File: src/hdl/serial_ctrl_pkg.sv
package serial_ctrl_pkg;

    // ----------------------------------------
    // Register map (byte addresses)
    // ----------------------------------------
    localparam logic [7:0] ADDR_SERIAL_CONTROL = 8'h00;
    localparam logic [7:0] ADDR_POWER_CONTROL  = 8'h04;
    localparam logic [7:0] ADDR_IRQ_STATUS     = 8'h08;
    localparam logic [7:0] ADDR_IRQ_MASK       = 8'h0c;
    localparam logic [7:0] ADDR_TX_DATA        = 8'h10;
    localparam logic [7:0] ADDR_RX_DATA        = 8'h14;
    localparam logic [7:0] ADDR_GIVEN          = 8'h18;
    localparam logic [7:0] ADDR_BROADCAST      = 8'h1c;

    // ----------------------------------------
    // Field positions and reset values
    // ----------------------------------------
    localparam int SC_RX_DONE    = 0;
    localparam int SC_TX_DONE    = 1;
    localparam int SC_RX_NINTH   = 2;
    localparam int SC_TX_NINTH   = 3;
    localparam int SC_RX_ENABLE  = 4;
    localparam int SC_MULTIPROC  = 5;
    localparam int SC_MODE_ONE   = 6;
    localparam int SC_BIT7       = 7;
    localparam int PC_ACCESS_SEL = 6;
    localparam int PC_BAUD_DBL   = 7;
    localparam int IRQ_TX        = 0;
    localparam int IRQ_RX        = 1;
    localparam int IRQ_FE        = 2;
    localparam int IRQ_W         = 3;
    localparam logic [7:0] SERIAL_CONTROL_RESET = 8'h00;
    localparam logic [7:0] POWER_CONTROL_RESET  = 8'h00;

    // ----------------------------------------
    // Timing counts (sample ticks per bit), bit indices and bus response codes
    // ----------------------------------------
    localparam logic [3:0] TICK_LAST   = 4'hf;
    localparam logic [3:0] TICK_VOTE_A = 4'h7;
    localparam logic [3:0] TICK_VOTE_B = 4'h8;
    localparam logic [3:0] TICK_VOTE_C = 4'h9;
    localparam logic [3:0] M0_LAST_BIT = 4'h7;
    localparam logic [3:0] STOP_IDX_8  = 4'h9;
    localparam logic [3:0] STOP_IDX_9  = 4'ha;
    localparam logic [1:0] RESP_OKAY   = 2'h0;
    localparam logic [1:0] RESP_SLVERR = 2'h2;

    typedef enum logic [1:0] {MODE_SHIFT, MODE_UART8, MODE_UART9_FIXED, MODE_UART9_VAR} serial_mode_type;

    typedef struct packed {
        logic        awvalid;
        logic [7:0]  awaddr;
        logic        wvalid;
        logic [31:0] wdata;
        logic [3:0]  wstrb;
        logic        bready;
        logic        arvalid;
        logic [7:0]  araddr;
        logic        rready;
    } axi_lite_req_type;

    typedef struct packed {
        logic        awready;
        logic        wready;
        logic        bvalid;
        logic [1:0]  bresp;
        logic        arready;
        logic        rvalid;
        logic [31:0] rdata;
        logic [1:0]  rresp;
    } axi_lite_rsp_type;

endpackage : serial_ctrl_pkg

File: src/hdl/baud_tick_gen.sv
`timescale 1ns/10ps
`default_nettype none
module baud_tick_gen
    import serial_ctrl_pkg::*;
(
    // Clock and reset
    input  wire logic            clk_i,
    input  wire logic            rst_b_i,
    // Rate selection
    input  wire serial_mode_type mode_i,
    input  wire logic            baud_double_i,
    input  wire logic            t1_overflow_i,
    // Sixteen ticks per bit time
    output var  logic            sample_tick_o
);
    typedef struct packed {
        logic half;
        logic tick;
    } state_type;

    state_type s_reg;
    state_type s_next;
    logic      src;

    always_comb
    begin
        // Fixed-rate mode counts the oscillator, others count timer overflows
        src = (mode_i == MODE_UART9_FIXED) ? 1'b1 : t1_overflow_i;
        s_next = s_reg;
        s_next.half = src ? ~s_reg.half : s_reg.half;
        s_next.tick = src && (baud_double_i || s_reg.half);
    end

    always_ff @(posedge clk_i or negedge rst_b_i)
    begin
        if (!rst_b_i)
            s_reg <= '0;
        else
            s_reg <= s_next;
    end

    assign sample_tick_o = s_reg.tick;

endmodule : baud_tick_gen
`default_nettype wire

File: src/hdl/line_sampler.sv
`timescale 1ns/10ps
`default_nettype none
module line_sampler
(
    // Clock and reset
    input  wire logic clk_i,
    input  wire logic rst_b_i,
    // Pin and filtered level
    input  wire logic pin_i,
    output var  logic level_o
);
    typedef struct packed {
        logic s1;
        logic s2;
        logic s3;
        logic level;
    } state_type;

    state_type s_reg;
    state_type s_next;

    always_comb
    begin
        s_next = s_reg;
        s_next.s1 = pin_i;
        s_next.s2 = s_reg.s1;
        s_next.s3 = s_reg.s2;
        // Change accepted only once two late stages agree
        if (s_reg.s2 == s_reg.s3)
            s_next.level = s_reg.s3;
    end

    // Idle line is high
    always_ff @(posedge clk_i or negedge rst_b_i)
    begin
        if (!rst_b_i)
            s_reg <= '1;
        else
            s_reg <= s_next;
    end

    assign level_o = s_reg.level;

endmodule : line_sampler
`default_nettype wire

File: src/hdl/serial_port_control.sv
// Notes on behaviour
// Bad stop bit sets framing flag, any select
// Framing flag sticks; only software zero clears
// Bit 7 shows framing flag or mode bit
// Mode bits pick shift, 8-bit, 9-bit UARTs
// Modes 2/3 address gate: ninth bit, match
// Mode 1 address gate: valid stop, match
// Software keeps multiprocessor enable zero in mode 0
// Reception only while receive enable is one
// Modes 2/3 send written ninth bit
// Ninth-bit field captures ninth or stop bit
// Transmit flag timing per mode, software clears
// Receive flag timing per mode, software clears
// Mode 0 runs at clock divided by two
// Mode 2 rate clock/32, doubled to /16
// Modes 1/3 rate from timer overflow
// Reception start conditions per mode
// Serial control register resets to zero
// Zero stop bit counts as invalid
`timescale 1ns/10ps
`default_nettype none
module serial_port_control
    import serial_ctrl_pkg::*;
(
    // Clock and reset
    input  wire logic             clk_i,
    input  wire logic             rst_b_i,
    // Register bus
    input  wire axi_lite_req_type axi_req_i,
    output var  axi_lite_rsp_type axi_rsp_o,
    // Baud source
    input  wire logic             t1_overflow_i,
    // Serial pins
    input  wire logic             rxd_i,
    output var  logic             rxd_o,
    output var  logic             rxd_oe_o,
    output var  logic             txd_o,
    // Interrupt
    output var  logic             irq_o
);
    typedef enum logic [1:0] {RX_IDLE, RX_FRAME, RX_SHIFT0} rx_state_type;

    typedef struct packed {
        logic         mode_bit_zero;
        logic         mode_bit_one;
        logic         multiproc_enable;
        logic         rx_enable;
        logic         tx_ninth_bit;
        logic         rx_ninth_bit;
        logic         tx_done_flag;
        logic         rx_done_flag;
        logic         framing_error_flag;
        logic         bit7_access_select;
        logic         baud_double;
        logic [IRQ_W-1:0] irq_status;
        logic [IRQ_W-1:0] irq_mask;
        logic [7:0]   rx_data;
        logic [7:0]   given_addr;
        logic [7:0]   bcast_addr;
        logic         aw_got;
        logic         w_got;
        logic [7:0]   aw_addr;
        logic [7:0]   w_byte;
        logic         w_lane0;
        logic         bvalid;
        logic [1:0]   bresp;
        logic         rvalid;
        logic [31:0]  rdata;
        logic [1:0]   rresp;
        logic         tx_busy;
        logic [9:0]   tx_frame;
        logic [3:0]   tx_cnt;
        logic [3:0]   tx_bit;
        logic         tx_out;
        logic         sclk;
        rx_state_type rx_state;
        logic [3:0]   rx_cnt;
        logic [3:0]   rx_bit;
        logic [8:0]   rx_shift;
        logic         s7;
        logic         s8;
        logic         rx_prev;
    } state_type;

    state_type       s_reg;
    state_type       s_next;
    serial_mode_type mode;
    logic            sample_tick;
    logic            rx_level;
    logic [3:0]      stop_idx;
    logic            m0_run;
    logic            tx_set;
    logic            rx_set;
    logic            fe_set;
    logic            vote;
    logic [7:0]      rx_byte;
    logic            ninth;
    logic            gate;
    logic            aw_hs;
    logic            w_hs;
    logic            ar_hs;
    logic [7:0]      rd_byte;
    logic            rd_err;

    // ----------------------------------------
    // Rate and pin conditioning
    // ----------------------------------------
    assign mode = serial_mode_type'({s_reg.mode_bit_zero, s_reg.mode_bit_one});

    baud_tick_gen u_baud (
        .clk_i         (clk_i),
        .rst_b_i       (rst_b_i),
        .mode_i        (mode),
        .baud_double_i (s_reg.baud_double),
        .t1_overflow_i (t1_overflow_i),
        .sample_tick_o (sample_tick)
    );

    line_sampler u_rx_pin (
        .clk_i   (clk_i),
        .rst_b_i (rst_b_i),
        .pin_i   (rxd_i),
        .level_o (rx_level)
    );

    // ----------------------------------------
    // Register read mux
    // ----------------------------------------
    always_comb
    begin
        rd_err = 1'b0;
        case (axi_req_i.araddr)
            ADDR_SERIAL_CONTROL: rd_byte = {s_reg.bit7_access_select ? s_reg.framing_error_flag
                                                                   : s_reg.mode_bit_zero,
                                            s_reg.mode_bit_one, s_reg.multiproc_enable, s_reg.rx_enable,
                                            s_reg.tx_ninth_bit, s_reg.rx_ninth_bit,
                                            s_reg.tx_done_flag, s_reg.rx_done_flag};
            ADDR_POWER_CONTROL:  rd_byte = {s_reg.baud_double, s_reg.bit7_access_select, 6'h00};
            ADDR_IRQ_STATUS:     rd_byte = {5'h00, s_reg.irq_status};
            ADDR_IRQ_MASK:       rd_byte = {5'h00, s_reg.irq_mask};
            ADDR_TX_DATA:        rd_byte = 8'h00;
            ADDR_RX_DATA:        rd_byte = s_reg.rx_data;
            ADDR_GIVEN:          rd_byte = s_reg.given_addr;
            ADDR_BROADCAST:      rd_byte = s_reg.bcast_addr;
            default:
            begin
                rd_byte = 8'h00;
                rd_err  = 1'b1;
            end
        endcase
    end

    // ----------------------------------------
    // Next state
    // ----------------------------------------
    always_comb
    begin
        s_next   = s_reg;
        tx_set   = 1'b0;
        rx_set   = 1'b0;
        fe_set   = 1'b0;
        vote     = 1'b0;
        stop_idx = (mode == MODE_UART8) ? STOP_IDX_8 : STOP_IDX_9;
        m0_run   = (mode == MODE_SHIFT) && (s_reg.tx_busy || s_reg.rx_state == RX_SHIFT0);
        aw_hs    = axi_req_i.awvalid && !s_reg.aw_got && !s_reg.bvalid;
        w_hs     = axi_req_i.wvalid && !s_reg.w_got && !s_reg.bvalid;
        ar_hs    = axi_req_i.arvalid && !s_reg.rvalid;
        rx_byte  = (mode == MODE_UART8) ? s_reg.rx_shift[8:1] : s_reg.rx_shift[7:0];
        ninth    = s_reg.rx_shift[8];
        gate     = 1'b0;

        // Shift clock toggles every cycle: one bit per two clocks
        if (m0_run)
            s_next.sclk = ~s_reg.sclk;

        // Transmitter
        if (s_reg.tx_busy)
        begin
            if (mode == MODE_SHIFT)
            begin
                if (s_reg.sclk)
                    s_next.tx_out = s_reg.tx_frame[s_reg.tx_bit];
                else if (s_reg.tx_bit == M0_LAST_BIT)
                begin
                    s_next.tx_busy = 1'b0;
                    s_next.tx_out  = 1'b1;
                    tx_set         = 1'b1;
                end
                else
                    s_next.tx_bit = s_reg.tx_bit + 4'h1;
            end
            else if (sample_tick)
            begin
                s_next.tx_cnt = s_reg.tx_cnt + 4'h1;
                if (s_reg.tx_cnt == TICK_LAST)
                begin
                    if (s_reg.tx_bit == stop_idx)
                        s_next.tx_busy = 1'b0;
                    else
                    begin
                        s_next.tx_bit = s_reg.tx_bit + 4'h1;
                        s_next.tx_out = s_reg.tx_frame[s_reg.tx_bit];
                        tx_set        = (s_reg.tx_bit + 4'h1) == stop_idx;
                    end
                end
            end
        end

        // Receiver
        s_next.rx_prev = rx_level;
        unique case (s_reg.rx_state)
            RX_IDLE:
            begin
                if (s_reg.rx_enable && mode == MODE_SHIFT && !s_reg.rx_done_flag && !s_reg.tx_busy)
                begin
                    s_next.rx_state = RX_SHIFT0;
                    s_next.rx_bit   = 4'h0;
                    s_next.sclk     = 1'b1;
                end
                else if (s_reg.rx_enable && mode != MODE_SHIFT && s_reg.rx_prev && !rx_level)
                begin
                    s_next.rx_state = RX_FRAME;
                    s_next.rx_cnt   = 4'h0;
                    s_next.rx_bit   = 4'h0;
                end
            end
            RX_SHIFT0:
            begin
                if (!s_reg.rx_enable)
                    s_next.rx_state = RX_IDLE;
                else if (!s_reg.sclk)
                begin
                    s_next.rx_shift = {rx_level, s_reg.rx_shift[8:1]};
                    if (s_reg.rx_bit == M0_LAST_BIT)
                    begin
                        s_next.rx_state = RX_IDLE;
                        s_next.rx_data  = {rx_level, s_reg.rx_shift[8:2]};
                        rx_set          = 1'b1;
                    end
                    else
                        s_next.rx_bit = s_reg.rx_bit + 4'h1;
                end
            end
            RX_FRAME:
            begin
                if (!s_reg.rx_enable)
                    s_next.rx_state = RX_IDLE;
                else if (sample_tick)
                begin
                    s_next.rx_cnt = s_reg.rx_cnt + 4'h1;
                    if (s_reg.rx_cnt == TICK_VOTE_A)
                        s_next.s7 = rx_level;
                    if (s_reg.rx_cnt == TICK_VOTE_B)
                        s_next.s8 = rx_level;
                    if (s_reg.rx_cnt == TICK_LAST)
                        s_next.rx_bit = s_reg.rx_bit + 4'h1;
                    if (s_reg.rx_cnt == TICK_VOTE_C)
                    begin
                        // Two of three samples mid-bit reject noise
                        vote = (s_reg.s7 & s_reg.s8) | (s_reg.s7 & rx_level) | (s_reg.s8 & rx_level);
                        if (s_reg.rx_bit == 4'h0)
                        begin
                            if (vote)
                                s_next.rx_state = RX_IDLE;
                        end
                        else if (s_reg.rx_bit == stop_idx)
                        begin
                            // Mid stop bit; in mode 1 the stop bit stands in as ninth bit
                            s_next.rx_state = RX_IDLE;
                            if (mode == MODE_UART8)
                                ninth = vote;
                            fe_set = !vote;
                            gate   = !s_reg.multiproc_enable ||
                                     (ninth && (rx_byte == s_reg.given_addr || rx_byte == s_reg.bcast_addr));
                            // Unread byte is kept; the new one is dropped
                            if (!s_reg.rx_done_flag && gate)
                            begin
                                s_next.rx_data      = rx_byte;
                                s_next.rx_ninth_bit = ninth;
                                rx_set              = 1'b1;
                            end
                        end
                        else
                            s_next.rx_shift = {vote, s_reg.rx_shift[8:1]};
                    end
                end
            end
        endcase

        // Register bus
        if (aw_hs)
        begin
            s_next.aw_got  = 1'b1;
            s_next.aw_addr = axi_req_i.awaddr;
        end
        if (w_hs)
        begin
            s_next.w_got   = 1'b1;
            s_next.w_byte  = axi_req_i.wdata[7:0];
            s_next.w_lane0 = axi_req_i.wstrb[0];
        end
        if (s_reg.bvalid && axi_req_i.bready)
            s_next.bvalid = 1'b0;
        if (s_reg.rvalid && axi_req_i.rready)
            s_next.rvalid = 1'b0;
        if (ar_hs)
        begin
            s_next.rvalid = 1'b1;
            s_next.rdata  = {24'h000000, rd_byte};
            s_next.rresp  = rd_err ? RESP_SLVERR : RESP_OKAY;
        end
        if (s_reg.aw_got && s_reg.w_got)
        begin
            s_next.aw_got = 1'b0;
            s_next.w_got  = 1'b0;
            s_next.bvalid = 1'b1;
            s_next.bresp  = RESP_OKAY;
            case (s_reg.aw_addr)
                ADDR_SERIAL_CONTROL:
                    if (s_reg.w_lane0)
                    begin
                        if (s_reg.bit7_access_select)
                            s_next.framing_error_flag = s_reg.w_byte[SC_BIT7];
                        else
                            s_next.mode_bit_zero = s_reg.w_byte[SC_BIT7];
                        s_next.mode_bit_one     = s_reg.w_byte[SC_MODE_ONE];
                        s_next.multiproc_enable = s_reg.w_byte[SC_MULTIPROC];
                        s_next.rx_enable        = s_reg.w_byte[SC_RX_ENABLE];
                        s_next.tx_ninth_bit     = s_reg.w_byte[SC_TX_NINTH];
                        s_next.rx_ninth_bit     = s_reg.w_byte[SC_RX_NINTH];
                        s_next.tx_done_flag     = s_reg.w_byte[SC_TX_DONE];
                        s_next.rx_done_flag     = s_reg.w_byte[SC_RX_DONE];
                    end
                ADDR_POWER_CONTROL:
                    if (s_reg.w_lane0)
                    begin
                        s_next.bit7_access_select = s_reg.w_byte[PC_ACCESS_SEL];
                        s_next.baud_double        = s_reg.w_byte[PC_BAUD_DBL];
                    end
                ADDR_IRQ_STATUS:
                    if (s_reg.w_lane0)
                        s_next.irq_status = s_reg.irq_status & ~s_reg.w_byte[IRQ_W-1:0];
                ADDR_IRQ_MASK:
                    if (s_reg.w_lane0)
                        s_next.irq_mask = s_reg.w_byte[IRQ_W-1:0];
                ADDR_TX_DATA:
                    // Write while busy, or during a mode 0 receive, is dropped
                    if (s_reg.w_lane0 && !s_reg.tx_busy && !(mode == MODE_SHIFT && s_reg.rx_state != RX_IDLE))
                    begin
                        s_next.tx_busy  = 1'b1;
                        s_next.tx_frame = {1'b1, (mode == MODE_UART8) ? 1'b1 : s_reg.tx_ninth_bit,
                                           s_reg.w_byte};
                        s_next.tx_bit   = 4'h0;
                        s_next.tx_cnt   = 4'h0;
                        s_next.tx_out   = (mode == MODE_SHIFT);
                        s_next.sclk     = 1'b1;
                    end
                ADDR_RX_DATA:
                    s_next.bresp = RESP_OKAY;
                ADDR_GIVEN:
                    if (s_reg.w_lane0)
                        s_next.given_addr = s_reg.w_byte;
                ADDR_BROADCAST:
                    if (s_reg.w_lane0)
                        s_next.bcast_addr = s_reg.w_byte;
                default:
                    s_next.bresp = RESP_SLVERR;
            endcase
        end

        // Hardware set beats a same-cycle software clear
        s_next.tx_done_flag       = s_next.tx_done_flag | tx_set;
        s_next.rx_done_flag       = s_next.rx_done_flag | rx_set;
        s_next.framing_error_flag = s_next.framing_error_flag | fe_set;
        s_next.irq_status         = s_next.irq_status | {fe_set, rx_set, tx_set};
    end

    always_ff @(posedge clk_i or negedge rst_b_i)
    begin
        if (!rst_b_i)
        begin
            s_reg         <= '0;
            s_reg.tx_out  <= 1'b1;
            s_reg.sclk    <= 1'b1;
            s_reg.rx_prev <= 1'b1;
        end
        else
            s_reg <= s_next;
    end

    // ----------------------------------------
    // Outputs
    // ----------------------------------------
    always_comb
    begin
        axi_rsp_o         = '0;
        axi_rsp_o.awready = !s_reg.aw_got && !s_reg.bvalid;
        axi_rsp_o.wready  = !s_reg.w_got && !s_reg.bvalid;
        axi_rsp_o.bvalid  = s_reg.bvalid;
        axi_rsp_o.bresp   = s_reg.bresp;
        axi_rsp_o.arready = !s_reg.rvalid;
        axi_rsp_o.rvalid  = s_reg.rvalid;
        axi_rsp_o.rdata   = s_reg.rdata;
        axi_rsp_o.rresp   = s_reg.rresp;
    end

    // Mode 0: data on the receive pin, shift clock on the transmit pin
    assign rxd_o    = s_reg.tx_out;
    assign rxd_oe_o = (mode == MODE_SHIFT) && s_reg.tx_busy;
    assign txd_o    = (mode == MODE_SHIFT) ? s_reg.sclk : s_reg.tx_out;
    assign irq_o    = |(s_reg.irq_status & s_reg.irq_mask);

endmodule : serial_port_control
`default_nettype wire

File: config.mk
export PLATFORM = sky130hd
export DESIGN_NAME = serial_port_control
export DESIGN_NICKNAME = d
export VERILOG_FILES = /design/src/hdl/serial_ctrl_pkg.sv /design/src/hdl/baud_tick_gen.sv /design/src/hdl/line_sampler.sv /design/src/hdl/serial_port_control.sv
export SDC_FILE = /design/constraint.sdc
export NUM_CORES = 1
export LEC_CHECK = 0
export BUFFER_PORTS_ARGS = -buffer_cell sky130_fd_sc_hd__buf_2
export CAP_MARGIN = 0
export CORE_ASPECT_RATIO = 1.25
export CORE_MARGIN = 1.5
export CORE_UTILIZATION = 50
export CTS_CLUSTER_SIZE = 20
export DETAILED_ROUTE_END_ITERATION = 10
export HOLD_SLACK_MARGIN = 0.02
export PLACE_DENSITY = 0.7
export SLEW_MARGIN = 25
export SYNTH_ARGS = -nofsm -noshare
export SYNTH_HDL_FRONTEND = slang
export SYNTH_SLANG_ARGS = --single-unit
File: constraint.sdc
create_clock -name clk_i -period 5.5 [get_ports clk_i]
set_input_delay 1.1 -clock clk_i [delete_from_list [all_inputs] [get_ports clk_i]]
set_output_delay 1.1 -clock clk_i [all_outputs]
set_load 0.01 [all_outputs]
==> run metrics <==
CTS tree=done; number of post-CTS setup repair buffers=0; final wirelength=16000 µm; Combinational Power Share=0.247; CP Capture Type=flop; HP Class=flop to flop; cts bufs inserted=17; first-pass GRT wire length=around 26000 µm; Worst Reg2Reg Path Length in Cells=9; Seq/Total Area, Yosys=0.449; Worst Hold Path Cells=0; Nets=approximately 800; Psw=between 0.001 and 0.0015 W; DR iter-0 viols=roughly 360; Remaining DRCs=0; ratio of cells with drive above 1 in the final layout=0.203; Initial Utilization=0.511; Syn-to-layout area delta=11.1%; synthesis-stage register bit count=121; area of the core=0.0132 mm²; Clk Latency, worst-skew pair=420 ps; PD cells=421 mW/mm²; reg-to-reg startpoint=s_reg[21]; status=finished, final reports clean; Internal=roughly 0.0020 W; FMAX=between 300 and 400 MHz; actual slew at the worst max-slew pin=approximately 1000 ps; Hold EP=u_rx_pin.s_next[1]; number of max-cap violations=0; Slew Viols, Final=0; Critical Path RT=about 5800 ps; Worst IR Drop VDD=~0.00032 V; fillers=1156; syn avg cell area=9.71 µm²; # hold bufs at CTS=0; ant diodes=0; RR Endpoint=s_reg[118]; Post-synth EDFFs=0; final HPWL from detailed placement=11400 µm; relative slew slack=0.312; total grt overflow=0; CTS root buf=clkbuf_16; clk sinks=approximately 120; RSZ-0062 raised after global routing=no; WS Path Type=flop to flop; worst reg2reg setup slack=2370 ps; multi-input logic area=about 0.0033 mm²; Clock power frac=0.333; GRT Overall Usage=0.236; Reg power frac=0.419; startpoint types=flop; router iterations before antenna repair=7; Final ANT Viol Nets=0; vias in the first global route=5160; via count=approximately 5400; Site Rows=47; IO buf count=52; Cell Area, Synth=approximately 0.0068 mm²; Core Util, Final=0.567; RD Place Congestion=0.919; max FFs per register=100; Final Critical Period=3130 ps; final setup vio count=0; total die area=0.0142 mm²; Storage cell area=0.00304 mm²; Switching Fraction=0.356; Clock Skew=~11 ps; WL/cell=17.6 µm; Post-synth ARST share=1.00; chip width=107 µm; clock buffer depth=2; Pleak=3.50 nW; final setup TNS=0 ps; H-Tree Depth=4; ys flop type=dfrtp_1; worst hold start=u_rx_pin.s_next[2]; Crit Path Max Fanout=22; I/O pin count=106; largest net degree at the start of global routing=89; fin crit share=0.569; antenna violations before repair=0; synth warn=0; final hold vios=0; post_cts resized=0; critical path arrival=3400 ps; post-DR vias/cell=5.89; Post-Syn Instances=between 600 and 700; Distinct cells, synth=70; Worst-path clk slew=60 ps; Die Height=about 130 µm
area by class of cell:
type / instances / area share
multi-input combinational: 501 / 0.439
tap: 171 / 0.0285
clock buffer: 18 / 0.0585
timing repair buffer: 54 / 0.0375
sequential: 121 / 0.405
inverter: 31 / 0.0155
clock inverter: 14 / 0.0163
power groups by stage:
stage	Combinational, W	Clock, W	Sequential (W)
after detailed placement	0.000775	0	0.00133
final	0.000781	0.00105	0.00132
after CTS	0.000778	0.00106	0.00132
after floorplan	0.000657	0	0.00120
after global routing	0.000870	0.00111	0.00135
after global placement	0.000742	0	0.00132
critical path, stage by stage, from the launching register on:
cell,delay [ps]
dfrtp_1,400
inv_1,90
ha_1,680
inv_1,260
o221a_2,360
nand2_1,100
a21oi_1,60
o21ai_1,560
mux2i_1,290
o311ai_0,160
worst max path at each step:
stage / from / end / slack [ps] / cells after the start
2_1_floorplan: axi_req_i[2] / axi_rsp_o[8] / 2940 / 6
3_3_place_gp: mode[0] / s_reg[117] / 2400 / 7
3_5_place_dp: mode[0] / s_reg[117] / 2330 / 7
4_1_cts: mode[0] / s_reg[117] / 2300 / 7
5_1_grt: s_reg[21] / s_reg[135] / 1960 / 8
6_report: s_reg[21] / s_reg[118] / 2370 / 9
cell usage in the layout (no fill, tap or decap), types with 4 or more instances in the layout:
master | Yosys | routed
a21o_1 | 5 | 5
a21oi_1 | 24 | 24
a221o_1 | 4 | 4
a221oi_1 | 4 | 4
a22o_1 | 4 | 4
a22oi_1 | 6 | 6
buf_2 | 3 | 51
clkbuf_16 | 0 | 17
clkinv_2 | 0 | 5
conb_1 | 1 | 26
dfrtp_1 | 114 | 114
dfstp_2 | 7 | 7
ha_1 | 10 | 10
inv_1 | 31 | 31
mux2_2 | 45 | 45
mux2i_1 | 21 | 21
nand2_1 | 91 | 91
nand2b_1 | 6 | 6
nand3_1 | 21 | 21
nand3b_1 | 7 | 7
nand4_1 | 4 | 4
nor2_1 | 38 | 38
nor2b_1 | 4 | 4
nor3_1 | 15 | 15
nor4_1 | 7 | 6
o211ai_1 | 14 | 14
o21ai_0 | 52 | 52
o221ai_1 | 6 | 6
o22ai_1 | 4 | 4
o311ai_0 | 4 | 4
xnor2_1 | 6 | 6
xor2_1 | 14 | 14
stage by stage:
step	area, µm²	total power, W	hold slack [ps]	std cells	setup WS (ps)
after CTS	7490	0.00316	355	909	2300
after global placement	6920	0.00206	347	877	2400
after floorplan	6850	0.00186	345	721	2940
after global routing	7510	0.00332	360	910	1960
final	7510	0.00316	354	910	2370
after detailed placement	6930	0.00211	347	877	2330
kinds of logic after synthesis:
kind of cell	count (synthesis)	share of synthesized area
fa+ha+maj	12	0.0215
simple gates	216	0.153
flops	121	0.449
xor+xnor	20	0.0259
buf+inv	99	0.0783
mux	68	0.113
compound gates	159	0.158
other cells	1	0.000555
cell usage after synthesis, types with 15 or more instances:
library cell / count / area, µm²
mux2_2: 45 / 507
inv_1: 31 / 116
nor3_1: 15 / 75.1
nand3_1: 21 / 105
nand2_1: 91 / 342
clkbuf_1: 25 / 93.8
nor2_1: 38 / 143
buf_4: 39 / 293
a21oi_1: 24 / 120
mux2i_1: 21 / 210
o21ai_0: 52 / 260
dfrtp_1: 114 / 2850
metal layers:
| metal | wire length (µm) | track usage |
|---|---|---|
| met3 | 891 | 0.0547 |
| met5 | 0 | 0 |
| met2 | 7870 | 0.379 |
| met1 | 6680 | 0.297 |
| met4 | 579 | 0.117 |
No activity file was read; power rests on OpenSTA's default activity.
